==> config.mk <==
export PLATFORM = sky130hd
export DESIGN_NAME = resize_chroma_mode_config
export DESIGN_NICKNAME = d
export VERILOG_FILES = /design/src/include/resize_chroma_pkg.sv /design/src/design/resize_chroma_mode_config.sv /design/src/design/aa_weight_calc.sv
export VERILOG_INCLUDE_DIRS = /design/src /design/src/include
export SDC_FILE = /design/constraint.sdc
export NUM_CORES = 1
export LEC_CHECK = 0
export BUFFER_PORTS_ARGS = -buffer_cell sky130_fd_sc_hd__buf_2
export CORE_UTILIZATION = 51
export DETAILED_ROUTE_END_ITERATION = 16
export GPL_TIMING_DRIVEN = 0
export PLACE_DENSITY_LB_ADDON = 0.12
export SKIP_LAST_GASP = 1
export SYNTH_ARGS = -nofsm -noshare
export SYNTH_HDL_FRONTEND = slang
export SYNTH_SLANG_ARGS = --single-unit
==> constraint.sdc <==
create_clock -name clock -period 3.1 [get_ports clock]
set_input_delay 0.155 -clock clock [delete_from_list [all_inputs] [get_ports clock]]
set_output_delay 0.155 -clock clock [all_outputs]
set_load 0.01 [all_outputs]
==> src/include/resize_chroma_map.svh <==
// Function
// vertical antialias bit: bypass vertical interpolation, downsample
// manual select: auto weights 0, manual 1
// horizontal antialias enable activates filter
// vertical kernel: cubic 0, linear 1
// vertical scale enable, needs vertical divisor
// horizontal kernel: cubic 0, linear 1
// horizontal scale enable, needs horizontal divisor
// horizontal divisor 256..2048, ratio 256/value
// vertical divisor 256..2048, ratio 256/value
// horizontal start phase is value/512 pixel
// vertical start phase is value/1024 line
// strength above 128 clipped to 128
// strength used only manual and enabled
// weight a clip 0..64, b 64..128
// chroma horizontal kernel acts only codec 1/2
// chroma vertical kernel: cubic 0, linear 1
// source codec honoured only with conversion on
// result codec: 0 others, 1 MPEG-1, gated
// source codec: 0 others, 1 MPEG-1
// reserved bits read zero, writes ignored
// all fields reset to zero
`ifndef RESIZE_CHROMA_MAP_SVH
`define RESIZE_CHROMA_MAP_SVH
// ****************************************
// offsets
// ****************************************
`define RC_OFS_RESIZE_MODE   8'h00
`define RC_OFS_HORIZ_RATIO   8'h04
`define RC_OFS_VERT_RATIO    8'h08
`define RC_OFS_HORIZ_PHASE   8'h0C
`define RC_OFS_VERT_PHASE    8'h10
`define RC_OFS_AA_INTENSITY  8'h14
`define RC_OFS_CHROMA_MODE   8'h18
// ****************************************
// fields
// ****************************************
`define RC_BIT_H_ON          0
`define RC_BIT_H_KERNEL      1
`define RC_BIT_V_ON          4
`define RC_BIT_V_KERNEL      5
`define RC_BIT_H_AA_ON       8
`define RC_BIT_H_AA_MANUAL   9
`define RC_BIT_V_AA_ON       12
`define RC_BIT_C_RES         0
`define RC_BIT_C_SRC         1
`define RC_BIT_C_VKERNEL     2
`define RC_BIT_C_HKERNEL     3
`define RC_MODE_MASK         32'h0000_1333
`define RC_CHROMA_MASK       32'h0000_000F
`define RC_DIV_MIN           12'h100
`define RC_DIV_MAX           12'h800
`define RC_AA_MAX            8'h80
`define RC_AA_MID            8'h40
`define RC_RESET_VALUE       32'h0000_0000
`endif

==> src/include/resize_chroma_pkg.sv <==
package resize_chroma_pkg;
   typedef logic [7:0]  addr_t;
   typedef logic [31:0] word_t;
   typedef enum logic [1:0] {KERNEL_CUBIC = 2'h1, KERNEL_LINEAR = 2'h2} kernel_e;
endpackage

==> src/design/resize_chroma_mode_config.sv <==
// The address map and the plain strobed port were chosen for this implementation.
`timescale 1ns/1ps
`include "resize_chroma_map.svh"
module resize_chroma_mode_config (
   input  wire logic                      clock,
   input  wire logic                      rst_n,
   input  wire resize_chroma_pkg::addr_t  addr,
   input  wire resize_chroma_pkg::word_t  wdata,
   input  wire logic                      wr_en,
   input  wire logic                      rd_en,
   output resize_chroma_pkg::word_t       rdata,
   input  wire logic                      chroma_convert_on,
   output logic                           horiz_scale_on,
   output resize_chroma_pkg::kernel_e     horiz_kernel,
   output logic                           vert_scale_on,
   output resize_chroma_pkg::kernel_e     vert_kernel,
   output logic                           vert_interp_bypass,
   output logic                           horiz_antialias_active,
   output logic                           aa_manual_active,
   output logic [7:0]                     aa_weight_a,
   output logic [7:0]                     aa_weight_b,
   output logic [11:0]                    horiz_divisor,
   output logic [11:0]                    vert_divisor,
   output logic                           divisor_error,
   output logic [8:0]                     horiz_phase,
   output logic [9:0]                     vert_phase,
   output logic                           chroma_src_mpeg1,
   output logic                           chroma_res_mpeg1,
   output resize_chroma_pkg::kernel_e     chroma_horiz_kernel,
   output logic                           chroma_horiz_kernel_active,
   output resize_chroma_pkg::kernel_e     chroma_vert_kernel
);
   import resize_chroma_pkg::*;

   // ****************************************
   // registers
   // ****************************************
   logic [31:0] resize_mode_r;
   logic [11:0] horiz_scale_divisor_r;
   logic [11:0] vert_scale_divisor_r;
   logic [8:0]  horiz_start_phase_r;
   logic [9:0]  vert_start_phase_r;
   logic [7:0]  antialias_strength_r;
   logic [3:0]  chroma_mode_r;
   word_t       rdata_r;
   word_t       rdata_nxt;

   wire logic wr_mode   = wr_en && (addr == `RC_OFS_RESIZE_MODE);
   wire logic wr_hdiv   = wr_en && (addr == `RC_OFS_HORIZ_RATIO);
   wire logic wr_vdiv   = wr_en && (addr == `RC_OFS_VERT_RATIO);
   wire logic wr_hph    = wr_en && (addr == `RC_OFS_HORIZ_PHASE);
   wire logic wr_vph    = wr_en && (addr == `RC_OFS_VERT_PHASE);
   wire logic wr_aa     = wr_en && (addr == `RC_OFS_AA_INTENSITY);
   wire logic wr_chroma = wr_en && (addr == `RC_OFS_CHROMA_MODE);

   // reserved bits masked at write so they never reach the datapath
   always_ff @(posedge clock) begin
      if (!rst_n) begin
         resize_mode_r         <= `RC_RESET_VALUE;
         horiz_scale_divisor_r <= 12'h000;
         vert_scale_divisor_r  <= 12'h000;
         horiz_start_phase_r   <= 9'h000;
         vert_start_phase_r    <= 10'h000;
         antialias_strength_r  <= 8'h00;
         chroma_mode_r         <= 4'h0;
      end else begin
         if (wr_mode)   resize_mode_r <= wdata & `RC_MODE_MASK;
         if (wr_hdiv)   horiz_scale_divisor_r <= wdata[11:0];
         if (wr_vdiv)   vert_scale_divisor_r <= wdata[11:0];
         if (wr_hph)    horiz_start_phase_r <= wdata[8:0];
         if (wr_vph)    vert_start_phase_r <= wdata[9:0];
         if (wr_aa)     antialias_strength_r <= wdata[7:0];
         if (wr_chroma) chroma_mode_r <= wdata[3:0];
      end
   end

   // ****************************************
   // read port
   // ****************************************
   always_comb begin
      case (addr)
         `RC_OFS_RESIZE_MODE:  rdata_nxt = resize_mode_r;
         `RC_OFS_HORIZ_RATIO:  rdata_nxt = {20'h00000, horiz_scale_divisor_r};
         `RC_OFS_VERT_RATIO:   rdata_nxt = {20'h00000, vert_scale_divisor_r};
         `RC_OFS_HORIZ_PHASE:  rdata_nxt = {23'h000000, horiz_start_phase_r};
         `RC_OFS_VERT_PHASE:   rdata_nxt = {22'h000000, vert_start_phase_r};
         `RC_OFS_AA_INTENSITY: rdata_nxt = {24'h000000, antialias_strength_r};
         `RC_OFS_CHROMA_MODE:  rdata_nxt = {28'h0000000, chroma_mode_r};
         default:              rdata_nxt = 32'h0000_0000;
      endcase
   end

   always_ff @(posedge clock) begin
      if (!rst_n) rdata_r <= 32'h0000_0000;
      else if (rd_en) rdata_r <= rdata_nxt;
      else rdata_r <= 32'h0000_0000;
   end
   assign rdata = rdata_r;

   // ****************************************
   // decoded controls
   // ****************************************
   wire logic h_aa_on  = resize_mode_r[`RC_BIT_H_AA_ON];
   wire logic h_manual = resize_mode_r[`RC_BIT_H_AA_MANUAL];
   logic [7:0] wa;
   logic [7:0] wb;

   aa_weight_calc aa_weight_calc_i (
      .strength (antialias_strength_r),
      .weight_a (wa),
      .weight_b (wb)
   );

   assign horiz_scale_on = resize_mode_r[`RC_BIT_H_ON];
   assign horiz_kernel   = (horiz_scale_on && resize_mode_r[`RC_BIT_H_KERNEL])
                           ? KERNEL_LINEAR : KERNEL_CUBIC;
   assign vert_scale_on  = resize_mode_r[`RC_BIT_V_ON];
   assign vert_kernel    = (vert_scale_on && resize_mode_r[`RC_BIT_V_KERNEL])
                           ? KERNEL_LINEAR : KERNEL_CUBIC;
   assign vert_interp_bypass     = resize_mode_r[`RC_BIT_V_AA_ON];
   assign horiz_antialias_active = h_aa_on;
   assign aa_manual_active       = h_aa_on && h_manual;
   // zero weights when unused: automatic weights come from the datapath
   assign aa_weight_a = aa_manual_active ? wa : 8'h00;
   assign aa_weight_b = aa_manual_active ? wb : 8'h00;
   assign horiz_divisor = horiz_scale_divisor_r;
   assign vert_divisor  = vert_scale_divisor_r;
   // flags a bad ratio only for an enabled direction; no clamping applied
   assign divisor_error = (horiz_scale_on && (horiz_scale_divisor_r < `RC_DIV_MIN
                            || horiz_scale_divisor_r > `RC_DIV_MAX))
                        || (vert_scale_on && (vert_scale_divisor_r < `RC_DIV_MIN
                            || vert_scale_divisor_r > `RC_DIV_MAX));
   assign horiz_phase = horiz_start_phase_r;
   assign vert_phase  = vert_start_phase_r;
   assign chroma_src_mpeg1 = chroma_convert_on && chroma_mode_r[`RC_BIT_C_SRC];
   assign chroma_res_mpeg1 = chroma_convert_on && chroma_mode_r[`RC_BIT_C_RES];
   assign chroma_horiz_kernel_active = (chroma_mode_r[1:0] == 2'h1)
                                    || (chroma_mode_r[1:0] == 2'h2);
   assign chroma_horiz_kernel = (chroma_horiz_kernel_active && chroma_mode_r[`RC_BIT_C_HKERNEL])
                                ? KERNEL_LINEAR : KERNEL_CUBIC;
   assign chroma_vert_kernel = chroma_mode_r[`RC_BIT_C_VKERNEL]
                               ? KERNEL_LINEAR : KERNEL_CUBIC;

   // ****************************************
   // checks
   // ****************************************
   a_mode_write_seen: assert property (@(posedge clock) disable iff (!rst_n)
      wr_mode |=> resize_mode_r == ($past(wdata) & `RC_MODE_MASK))
      else $error("mode write not stored");
   a_read_next_cycle: assert property (@(posedge clock) disable iff (!rst_n)
      rd_en && addr == `RC_OFS_AA_INTENSITY && !wr_en |=> rdata[31:8] == 24'h0)
      else $error("reserved bits not zero");
   a_weight_a_clip: assert property (@(posedge clock) disable iff (!rst_n)
      aa_manual_active |-> aa_weight_a <= 8'h40 && aa_weight_b >= 8'h40 && aa_weight_b <= 8'h80)
      else $error("weight out of range");
   a_weight_gated: assert property (@(posedge clock) disable iff (!rst_n)
      !aa_manual_active |-> aa_weight_a == 8'h00 && aa_weight_b == 8'h00)
      else $error("weights used while not manual");
   a_strength_clip: assert property (@(posedge clock) disable iff (!rst_n)
      aa_manual_active && antialias_strength_r > 8'h80 |-> aa_weight_b == 8'h80)
      else $error("strength not clipped");
   a_vkernel_gate: assert property (@(posedge clock) disable iff (!rst_n)
      !vert_scale_on |-> vert_kernel == KERNEL_CUBIC)
      else $error("vertical kernel ungated");
   a_hkernel_gate: assert property (@(posedge clock) disable iff (!rst_n)
      !horiz_scale_on |-> horiz_kernel == KERNEL_CUBIC)
      else $error("horizontal kernel ungated");
   a_codec_gate: assert property (@(posedge clock) disable iff (!rst_n)
      !chroma_convert_on |-> !chroma_src_mpeg1 && !chroma_res_mpeg1)
      else $error("codec bits honoured while off");
   a_chroma_hgate: assert property (@(posedge clock) disable iff (!rst_n)
      chroma_mode_r[1:0] == 2'h3 |-> chroma_horiz_kernel == KERNEL_CUBIC)
      else $error("chroma horizontal kernel ungated");
   a_reset_zero: assert property (@(posedge clock)
      !rst_n |=> resize_mode_r == 32'h0 && chroma_mode_r == 4'h0 && rdata == 32'h0)
      else $error("reset value not zero");

   c_manual_aa:   cover property (@(posedge clock) disable iff (!rst_n) aa_manual_active);
   c_both_scale:  cover property (@(posedge clock) disable iff (!rst_n) horiz_scale_on && vert_scale_on);
   c_bad_ratio:   cover property (@(posedge clock) disable iff (!rst_n) divisor_error);
   c_mpeg1_src:   cover property (@(posedge clock) disable iff (!rst_n) chroma_src_mpeg1);
endmodule // resize_chroma_mode_config

==> src/design/aa_weight_calc.sv <==
`timescale 1ns/1ps
`include "resize_chroma_map.svh"
module aa_weight_calc (
   input  wire logic [7:0] strength,
   output logic      [7:0] weight_a,
   output logic      [7:0] weight_b
);
   wire logic [7:0] clipped;
   assign clipped  = (strength > `RC_AA_MAX) ? `RC_AA_MAX : strength;
   assign weight_a = (clipped > `RC_AA_MID) ? `RC_AA_MID : clipped;
   assign weight_b = (clipped < `RC_AA_MID) ? `RC_AA_MID : clipped;
endmodule // aa_weight_calc

==> key figures, run 1 <==
Run status
  • Status: completed

Global route
  • Vias in the first global route: 3075
  • Largest net degree at the start of global routing: 15
  • First-pass GRT wire length: between 15000 and 20000 microns
  • Grt total ovfl: 0
  • Total Routing Usage GR: 0.291
  • Initial antenna violation count: 0

Worst setup path
  • Worst Setup Start Kind: flip-flop
  • Worst r2r src: antialias_strength_r[6]
  • Crit. End Element: output pin
  • Req. time, crit path: around 2.9 ns
  • Worst reg2reg setup slack: around 1.7 ns
  • WP data arrival: around 1.7 ns
  • Critical path class: reg -> out
  • CP Max Fanout: 4
  • R2R Path End: rdata[6]
  • Reg2reg path depth: 5

Final layout
  • Final #Nets: 578
  • Layout area overhead: 25.9%
  • Commonest non-fill, non-tap cell in the layout: buf_2
  • Proportion of layout cells with a drive suffix above 1: 0.329
  • Final Instance Area: 4430 sq um
  • Antenna cell count: 0
  • Most frequent cells in the layout: buf_2, dfxtp_1, nand3_1, o21ai_0, mux2i_1

Synthesis
  • Mux cell area share after synthesis: 0.137
  • Syn avg cell area: 9.00 sq um
  • EDFF count, synth: 0
  • Synth warn: 0
  • Library cells used by synthesis: 42
  • Gate count after technology mapping: 391
  • Synth Area in Compound Gates: 0.109
  • Top FF cell, synth: dfxtp_1
  • Post-synthesis instance area: about 3500 sq um
  • Ys async rst share: 0
  • Simple-Gate Fraction of Synth Area: 0.238
  • FF+latch count, synth: 75
  • Seq/Total Area, Yosys: 0.427
  • Largest family of logic cells by synthesized area: simple AND/OR/NAND/NOR gates
  • Adder-Cell Fraction of Synth Area: 0
  • Xor and xnor area share after synthesis: 0.00249

Timing
  • RSZ-0062 raised after global routing: false
  • Final Cycle Share: 0.604
  • Slew @ Worst Pin: 0.795 ns
  • Max-slew violations: 0
  • PnR worst setup slack: around 1.2 ns
  • Setup TNS Final: 0 ns
  • Clk_skew: 0.00839 ns
  • Final setup viols: 0
  • Min Hold Slack: 0.0577 ns
  • Final Critical Period: between 1.5 and 2 ns
  • Fmax: 534 MHz
  • Rel. slew slack: 0.465
  • Final Hold Vio Count: 0

Floorplan
  • Initial Util: 0.542
  • # IOs: 153
  • FP Rows: 29
  • Die W: 85.0 microns
  • Die ar.: 7230 sq um
  • Core area: about 6500 sq um
  • Die Y: 85.0 microns

Route
  • Drt drc: 0
  • Vias: 3474
  • DR iter-0 viols: 271
  • Pre-antenna DRT Iters: 5
  • WL per Instance: 17.0 microns
  • Final ANT Viol Nets: 0
  • Final WL: 10400 microns
  • Vias per cell: between 5 and 6

Clock network
  • Maximum buffer depth of the clock tree: 2
  • Hold buffers post-CTS: 0
  • Clock Latency Late Sink: 0.35 ns
  • CTS tree: built
  • Clk sinks: 75
  • CTS clk-pin slew, worst paths: approximately 0.08 ns
  • Post-CTS Setup Inserts: 0
  • CTS Buf Count: 9
  • Root buffer cell: clkbuf_8
  • Htree depth: 3
  • PostCTS Resize Cnt: 0

Worst hold path
  • WHS Path Cells: 3
  • Worst Hold Launch: wdata[12]
  • Worst hold endpoint: resize_mode_r[12]
  • Hold Crit Class: in -> reg

Placement
  • I/O Buffers: about 110
  • GPL Wtd Cong: 0.933
  • Placement Setup Slack: between 0.9 and 1 ns
  • DP Area: 4250 sq um
  • Post-DP HPWL: between 7000 and 8000 microns

Pwr
  • PwrDens: slightly above 400 nW/um^2
  • Overall power: between 1.5 and 2 mW
  • Max IR drop VDD: 0.332 mV
  • Leakage: 2.04 nW

Flow run
  • Max-cap viol count: 0
## power by group
group	switching, mW	total, mW	internal (mW)
clock network	0.396	0.716	0.320
registers	0.00111	0.964	0.963
logic	0.0802	0.132	0.0513
## cells in the mapped netlist, types with 2 or more instances
library cell / count / area share
a21oi_1: 7 / 0.010
nor3_1: 5 / 0.0071
nand3_1: 47 / 0.067
nor3b_1: 4 / 0.0085
buf_4: 21 / 0.045
and3_1: 5 / 0.0089
a22oi_1: 7 / 0.015
buf_2: 10 / 0.014
o21ai_0: 40 / 0.057
and2_1: 8 / 0.014
dfxtp_1: 75 / 0.43
mux4_2: 4 / 0.026
mux2i_1: 28 / 0.080
buf_1: 5 / 0.0053
mux2_2: 10 / 0.032
nand3b_1: 3 / 0.0064
nand4_1: 3 / 0.0053
nor2_1: 14 / 0.015
nor4_1: 5 / 0.0089
nor2b_1: 25 / 0.044
inv_1: 7 / 0.0075
nand2b_1: 3 / 0.0053
a22o_1: 2 / 0.0050
o22a_1: 2 / 0.0050
o2bb2ai_1: 2 / 0.0050
nand2_1: 21 / 0.022
nand4b_1: 2 / 0.0050
clkbuf_1: 12 / 0.013
## how the worst max path moves through the flow
stage                                 start                to  slack (ns)  cells past startpoint
detailed placement                  addr[4]    horiz_phase[7]        0.92                      7
CTS                 antialias_strength_r[4]    aa_weight_b[3]        1.24                      5
global placement                    addr[4]    horiz_phase[7]         1.0                      7
finish                     horiz_divisor[0]     divisor_error        1.23                      5
global route                        addr[4]    horiz_phase[7]        1.09                      7
floorplan                           addr[7]  chroma_mode_r[0]        1.50                      6
## final cells by class
cell class	count	area, sq um
Fill cell	563	2070
Multi-Input combinational cell	280	1790
Sequential cell	75	1500
Timing Repair Buffer	112	561
Buffer	48	272
Clock buffer	10	138
Tap cell	77	96.3
Clock inverter	6	45.0
Inverter	7	26.3
## per-stage QoR
stage          cells  utilization
6_report         615        0.682
5_1_grt          615        0.682
4_1_cts          615        0.682
3_5_place_dp     599        0.654
3_3_place_gp     599        0.654
2_1_floorplan    410            -
## layer usage
metal / vias to the layer above / global-route usage / part of all wire
li1: 1628 / - / -
met1: 1630 / 0.387 / 0.44
met2: 181 / 0.466 / 0.46
met3: 35 / 0.0438 / 0.077
met4: 0 / 0.140 / 0.031
met5: - / 0 / 0
## sequential cells by signal, summed over array words and instances (netlist names)
signal                cells
horiz_divisor            12
vert_phase               10
rdata                    13
antialias_strength_r      8
vert_divisor             12
horiz_phase               9
resize_mode_r             7
chroma_mode_r             4
## critical path, cell delays in order, from the launching register on
cell	delay, ns
dfxtp_1	0.37
nor4_1	0.47
nand4_1	0.17
o211ai_1	0.13
nand2_1	0.08
buf_2	0.14
## cell families after synthesis
group / Yosys count
AND/OR/NAND/NOR: 152
flip-flops: 75
AO/OA/AOI/OAI: 65
buffers and inverters: 55
multiplexers: 42
XOR/XNOR: 1
other: 1
Power figures use the tool's default switching activity.
==> inputs of run 2 (changes only) <==
Settings changed: CORE_UTILIZATION 51 to 43.
Clock period 3.1 ns to 1.5 ns, I/O delays scaled along.
==> key figures, run 2 (synthesis results as in run 1) <==
Clock network
  • CTS clk-pin slew, worst paths: 0.08 ns
  • CTS tree: built
  • Clock Latency Late Sink: 0.35 ns
  • CTS Buf Count: 9
  • Clk sinks: 75
  • Maximum buffer depth of the clock tree: 2
  • Root buffer cell: clkbuf_8
  • Htree depth: 3

Route
  • Final WL: 10800 microns
  • Drt drc: 0
  • Final ANT Viol Nets: 0
  • Pre-antenna DRT Iters: 7
  • DR iter-0 viols: 263
  • Vias per cell: 5.35
  • WL per Instance: between 15 and 20 microns
  • Vias: between 3000 and 4000

Worst setup path
  • CP Max Fanout: 5
  • Crit-path max cell delay: about 0.37 ns
  • Critical Path Slowest Stage Cell: dfxtp_4
  • WP data arrival: 1.60 ns
  • Worst Setup Start Kind: flip-flop
  • Critical path class: reg -> out
  • Ordered cell list for the critical path: nor4_4 -> nand4b_1 -> a21oi_2 -> and2_1 -> buf_2
  • Req. time, crit path: 1.42 ns
  • Crit. End Element: output pin

Run status
  • Status: finished with violations
  • Failing checks: setup timing

Pwr
  • Leakage: roughly 2.1 nW
  • Max IR drop VDD: 0.538 mV
  • PwrDens: 832 nW/um^2

Timing
  • Max-slew violations: 0
  • Clk_skew: about 0.011 ns
  • RSZ-0062 raised after global routing: true
  • Final Cycle Share: 1.12
  • Final Hold Vio Count: 0
  • Fmax: 597 MHz
  • PnR worst setup slack: -0.175 ns
  • Final Critical Period: 1.68 ns
  • Rel. slew slack: 0.621
  • Final setup viols: 10
  • Slew @ Worst Pin: 0.566 ns

Final layout
  • Fin util: 0.595
  • Layout area overhead: 32.1%
  • Commonest non-fill, non-tap cell in the layout: buf_2
  • Final #Nets: 582
  • Most frequent cells in the layout: buf_2, dfxtp_1, nand3_1, o21ai_0, mux2i_1
  • Proportion of layout cells with a drive suffix above 1: 0.372
  • Antenna cell count: 0
  • Finished Layout Cells: 643
  • Max reg flops: 13

Global route
  • Vias in the first global route: 2990
  • Total Routing Usage GR: 0.253
  • Initial antenna violation count: 0
  • Largest net degree at the start of global routing: 14
  • First-pass GRT wire length: 16300 microns
  • Grt total ovfl: 0

Floorplan
  • FP Rows: 32
  • # IOs: 153
  • Core area: just under 8000 sq um
  • Die ar.: 8550 sq um
  • Initial Util: 0.450
  • Die W: approximately 90 microns
  • Die Y: 92.4 microns

Placement
  • Placed cells: 624
  • Post-DP HPWL: 8040 microns
  • I/O Buffers: about 110
  • GPL Wtd Cong: 0.930

Flow run
  • Max-cap viol count: 0

Worst hold path
  • Hold Crit Class: in -> reg
run 2: changes by cell type in the layout (fill, tap and decap cells not counted), moves of 3 or more:
cell     change
nor4_1       -5
buf_4        +5
dfxtp_4      +3
nor4_4       +4
buf_2        -4
dfxtp_1     -10
dfxtp_2      +7
run 2: layer usage:
metal,part of all wire,track usage
met1,0.44,0.342
met5,0,0
met2,0.46,0.398
met3,0.073,0.0558
met4,0.022,0.0846
run 2: worst paths after layout:
| check | start | to | slack [ns] | depth (start not counted) |
|---|---|---|---|---|
| max reg2reg | antialias_strength_r[1] | rdata[1] | 0.13 | 4 |
| min | wdata[11] | horiz_divisor[11] | 0.01 | 3 |
| min reg2reg | resize_mode_r[12] | resize_mode_r[12] | 0.49 | 2 |
| max | antialias_strength_r[0] | aa_weight_b[5] | -0.18 | 5 |
run 2: report_power, final:
group / switching, mW / total [mW] / internal [mW]
Combinational: 0.175 / 0.287 / 0.113
Sequential: 0.00257 / 1.99 / 1.99
Clock: 0.779 / 1.59 / 0.814
run 2: repair_timing:
| action | in CTS | in global routing |
|---|---|---|
| setup endpoints to repair | 50 | 44 |
| cloned | 0 | 0 |
| hold buffers | 1 | 0 |
| resized for setup | 20 | 11 |
| pin swaps | 11 | 5 |
| hold endpoints to repair | 1 | 0 |
| buffers inserted | 3 | 1 |
run 2: area by class of cell:
cell class | count | area (sq um)
inverter | 7 | 26.3
clock buffer | 10 | 138
tap | 102 | 128
timing repair buffer | 117 | 601
multi-input combinational | 280 | 1890
buffer | 47 | 287
fill | 744 | 3160
sequential | 75 | 1520
clock inverter | 5 | 60.1
run 2: stage by stage:
step | TNS [ns] | worst slack, ns | cell area [sq um] | total power [mW] | hold WS, ns
6_report | -0.953 | -0.175 | 4650 | 3.87 | 0.0114
5_1_grt | -2.26 | -0.268 | 4650 | 4.00 | 0.0177
4_1_cts | -0.860 | -0.148 | 4590 | 3.87 | 0.00329
3_5_place_dp | -24.77 | -0.586 | 4290 | 2.31 | 0.344
3_3_place_gp | -23.79 | -0.566 | 4290 | 2.31 | 0.339
2_1_floorplan | 0 | 0.0144 | 3600 | 2.21 | 0.215
run 2: worst max-delay path: cells and delay by family, from the launching register on:
kind | cells | cell delay (ns)
and+or+nand+nor | 3 | 0.54
DFF | 1 | 0.37
buffers and inverters | 1 | 0.12
AOI/OAI and AO/OA | 1 | 0.22
==> inputs of run 3 (changes only) <==
Settings changed: RECOVER_POWER from default to 50.
==> key figures, run 3 (synthesis results as in run 1) <==
Placement
  • Placement Setup Slack: -0.586 ns
  • Post-DP HPWL: 8040 microns
  • I/O Buffers: 112
  • GPL Wtd Cong: 0.930

Timing
  • PnR worst setup slack: -0.179 ns
  • Final Cycle Share: 1.12
  • Final Hold Vio Count: 0
  • RSZ-0062 raised after global routing: true
  • Max-slew violations: 0
  • Rel. slew slack: 0.626
  • Final Critical Period: between 1.5 and 2 ns
  • Slew @ Worst Pin: 0.559 ns
  • Final setup viols: 13
  • Min Hold Slack: between 0.008 and 0.009 ns
  • Clk_skew: 0.0100 ns
  • Setup TNS Final: -1.27 ns
  • Fmax: a little under 600 MHz

Route
  • WL per Instance: 16.8 microns
  • Final ANT Viol Nets: 0
  • Vias per cell: 5.38
  • Drt drc: 0
  • Pre-antenna DRT Iters: 5
  • Final WL: 10800 microns
  • Vias: 3457
  • DR iter-0 viols: 238

Worst setup path
  • Worst r2r src: antialias_strength_r[1]
  • Crit path depth: 5
  • Crit path to: aa_weight_b[5]
  • Reg2reg path depth: 4
  • Req. time, crit path: 1.42 ns
  • R2R Path End: rdata[1]
  • WP data arrival: 1.60 ns
  • CP Buf/Inv Count: 1
  • Worst Setup Start Kind: flip-flop
  • Crit-path max cell delay: approximately 0.37 ns
  • CP delay by family, top: simple AND/OR/NAND/NOR gates
  • Worst reg2reg setup slack: ~0.13 ns
  • Crit. End Element: output pin
  • CP Max Fanout: 5
  • Critical path class: reg -> out
  • Critical Path Slowest Stage Cell: dfxtp_4
  • Worst Setup SP: antialias_strength_r[0]
  • Ordered cell list for the critical path: nor4_4 -> nand4b_1 -> a21oi_2 -> and2_1 -> buf_2

Global route
  • Vias in the first global route: 2990
  • Total Routing Usage GR: 0.253
  • Largest net degree at the start of global routing: 14
  • First-pass GRT wire length: approximately 16000 microns
  • Initial antenna violation count: 0
  • Grt total ovfl: 0

Floorplan
  • Initial Util: 0.450
  • FP Rows: 32
  • Core area: 7810 sq um
  • Die ar.: 8550 sq um
  • # IOs: ~150
  • Die W: approximately 92 microns
  • Die Y: 92.4 microns

Pwr
  • Pint: 2.91 mW
  • PwrDens: between 800 and 900 nW/um^2
  • Flop pwr share: 0.514
  • Switch Pwr: 0.961 mW
  • Leakage: 1.83 nW
  • Switching share of power: 0.248
  • Max IR drop VDD: 0.543 mV
  • Clk network pwr share: 0.413
  • Overall power: 3.87 mW
  • Comb pwr share: 0.073

Worst hold path
  • Hold Crit Class: in -> reg

Clock network
  • Root buffer cell: clkbuf_8
  • CTS Buf Count: 9
  • Maximum buffer depth of the clock tree: 2
  • CTS tree: built
  • Clock Latency Late Sink: 0.35 ns
  • Clk sinks: 75
  • Htree depth: 3
  • CTS clk-pin slew, worst paths: 0.08 ns

Final layout
  • Proportion of layout cells with a drive suffix above 1: 0.242
  • Final #Nets: about 580
  • Layout area overhead: 29.0%
  • Antenna cell count: 0
  • Fin util: 0.581
  • Commonest non-fill, non-tap cell in the layout: clkbuf_1
  • Most frequent cells in the layout: clkbuf_1, dfxtp_1, buf_2, nand3_1, o21ai_0
  • Fillers: 774
  • Max reg flops: 13

Run status
  • Failing checks: setup timing
  • Status: finished with violations

Flow run
  • Max-cap viol count: 0
run 3: worst min path at each step:
stage | to | cells past startpoint | slack, ns | from
finish | horiz_divisor[10] | 3 | 0.008 | wdata[10]
global route | vert_phase[9] | 3 | 0.02 | wdata[9]
CTS | horiz_divisor[10] | 3 | 0.003 | wdata[10]
detailed placement | resize_mode_r[12] | 3 | 0.34 | wdata[12]
global placement | resize_mode_r[12] | 3 | 0.34 | wdata[12]
floorplan | resize_mode_r[12] | 2 | 0.21 | wdata[12]
run 3: what timing repair did:
item | 4_1_cts | 5_1_grt
gates cloned | 0 | 0
setup buffers | 3 | 1
hold endpoints to repair | 1 | 0
setup endpoints to repair | 50 | 44
gates resized for setup | 20 | 11
hold buffers | 1 | 0
pin swaps | 11 | 5
run 3: layout make-up:
cell class	instances	area, sq um	share of cell area
clock buffer	10	138	0.0303
clock inverter	5	60.1	0.0132
multi-input combinational	280	1880	0.414
timing repair buffer	117	522	0.115
inverter	7	26.3	0.00579
buffer	47	275	0.0607
sequential	75	1510	0.333
tap	102	128	0.0281
run 3: worst register-to-register path: cells and delay by family, from the launching register on:
kind	cells	cell delay (ns)
AOI/OAI and AO/OA	2	0.27
buffers and inverters	1	0.15
DFF	1	0.37
muxes	1	0.48
run 3: per-layer routing:
metal | part of all wire | GRT usage
met5 | 0 | 0
met4 | 0.021 | 0.0846
met3 | 0.075 | 0.0558
met2 | 0.46 | 0.398
met1 | 0.45 | 0.342
run 3: power by group through the flow:
stage	logic [mW]	registers, mW	clock network, mW
floorplan	0.174	2.04	0
global placement	0.267	2.04	0
detailed placement	0.270	2.04	0
CTS	0.274	1.99	1.60
global route	0.304	1.99	1.71
finish	0.283	1.99	1.60
run 3: stage by stage:
stage | std cells | area [sq um]
after global routing | 643 | 4540
after global placement | 624 | 4290
after detailed placement | 624 | 4290
after CTS | 642 | 4590
final | 643 | 4540
after floorplan | 410 | 3600
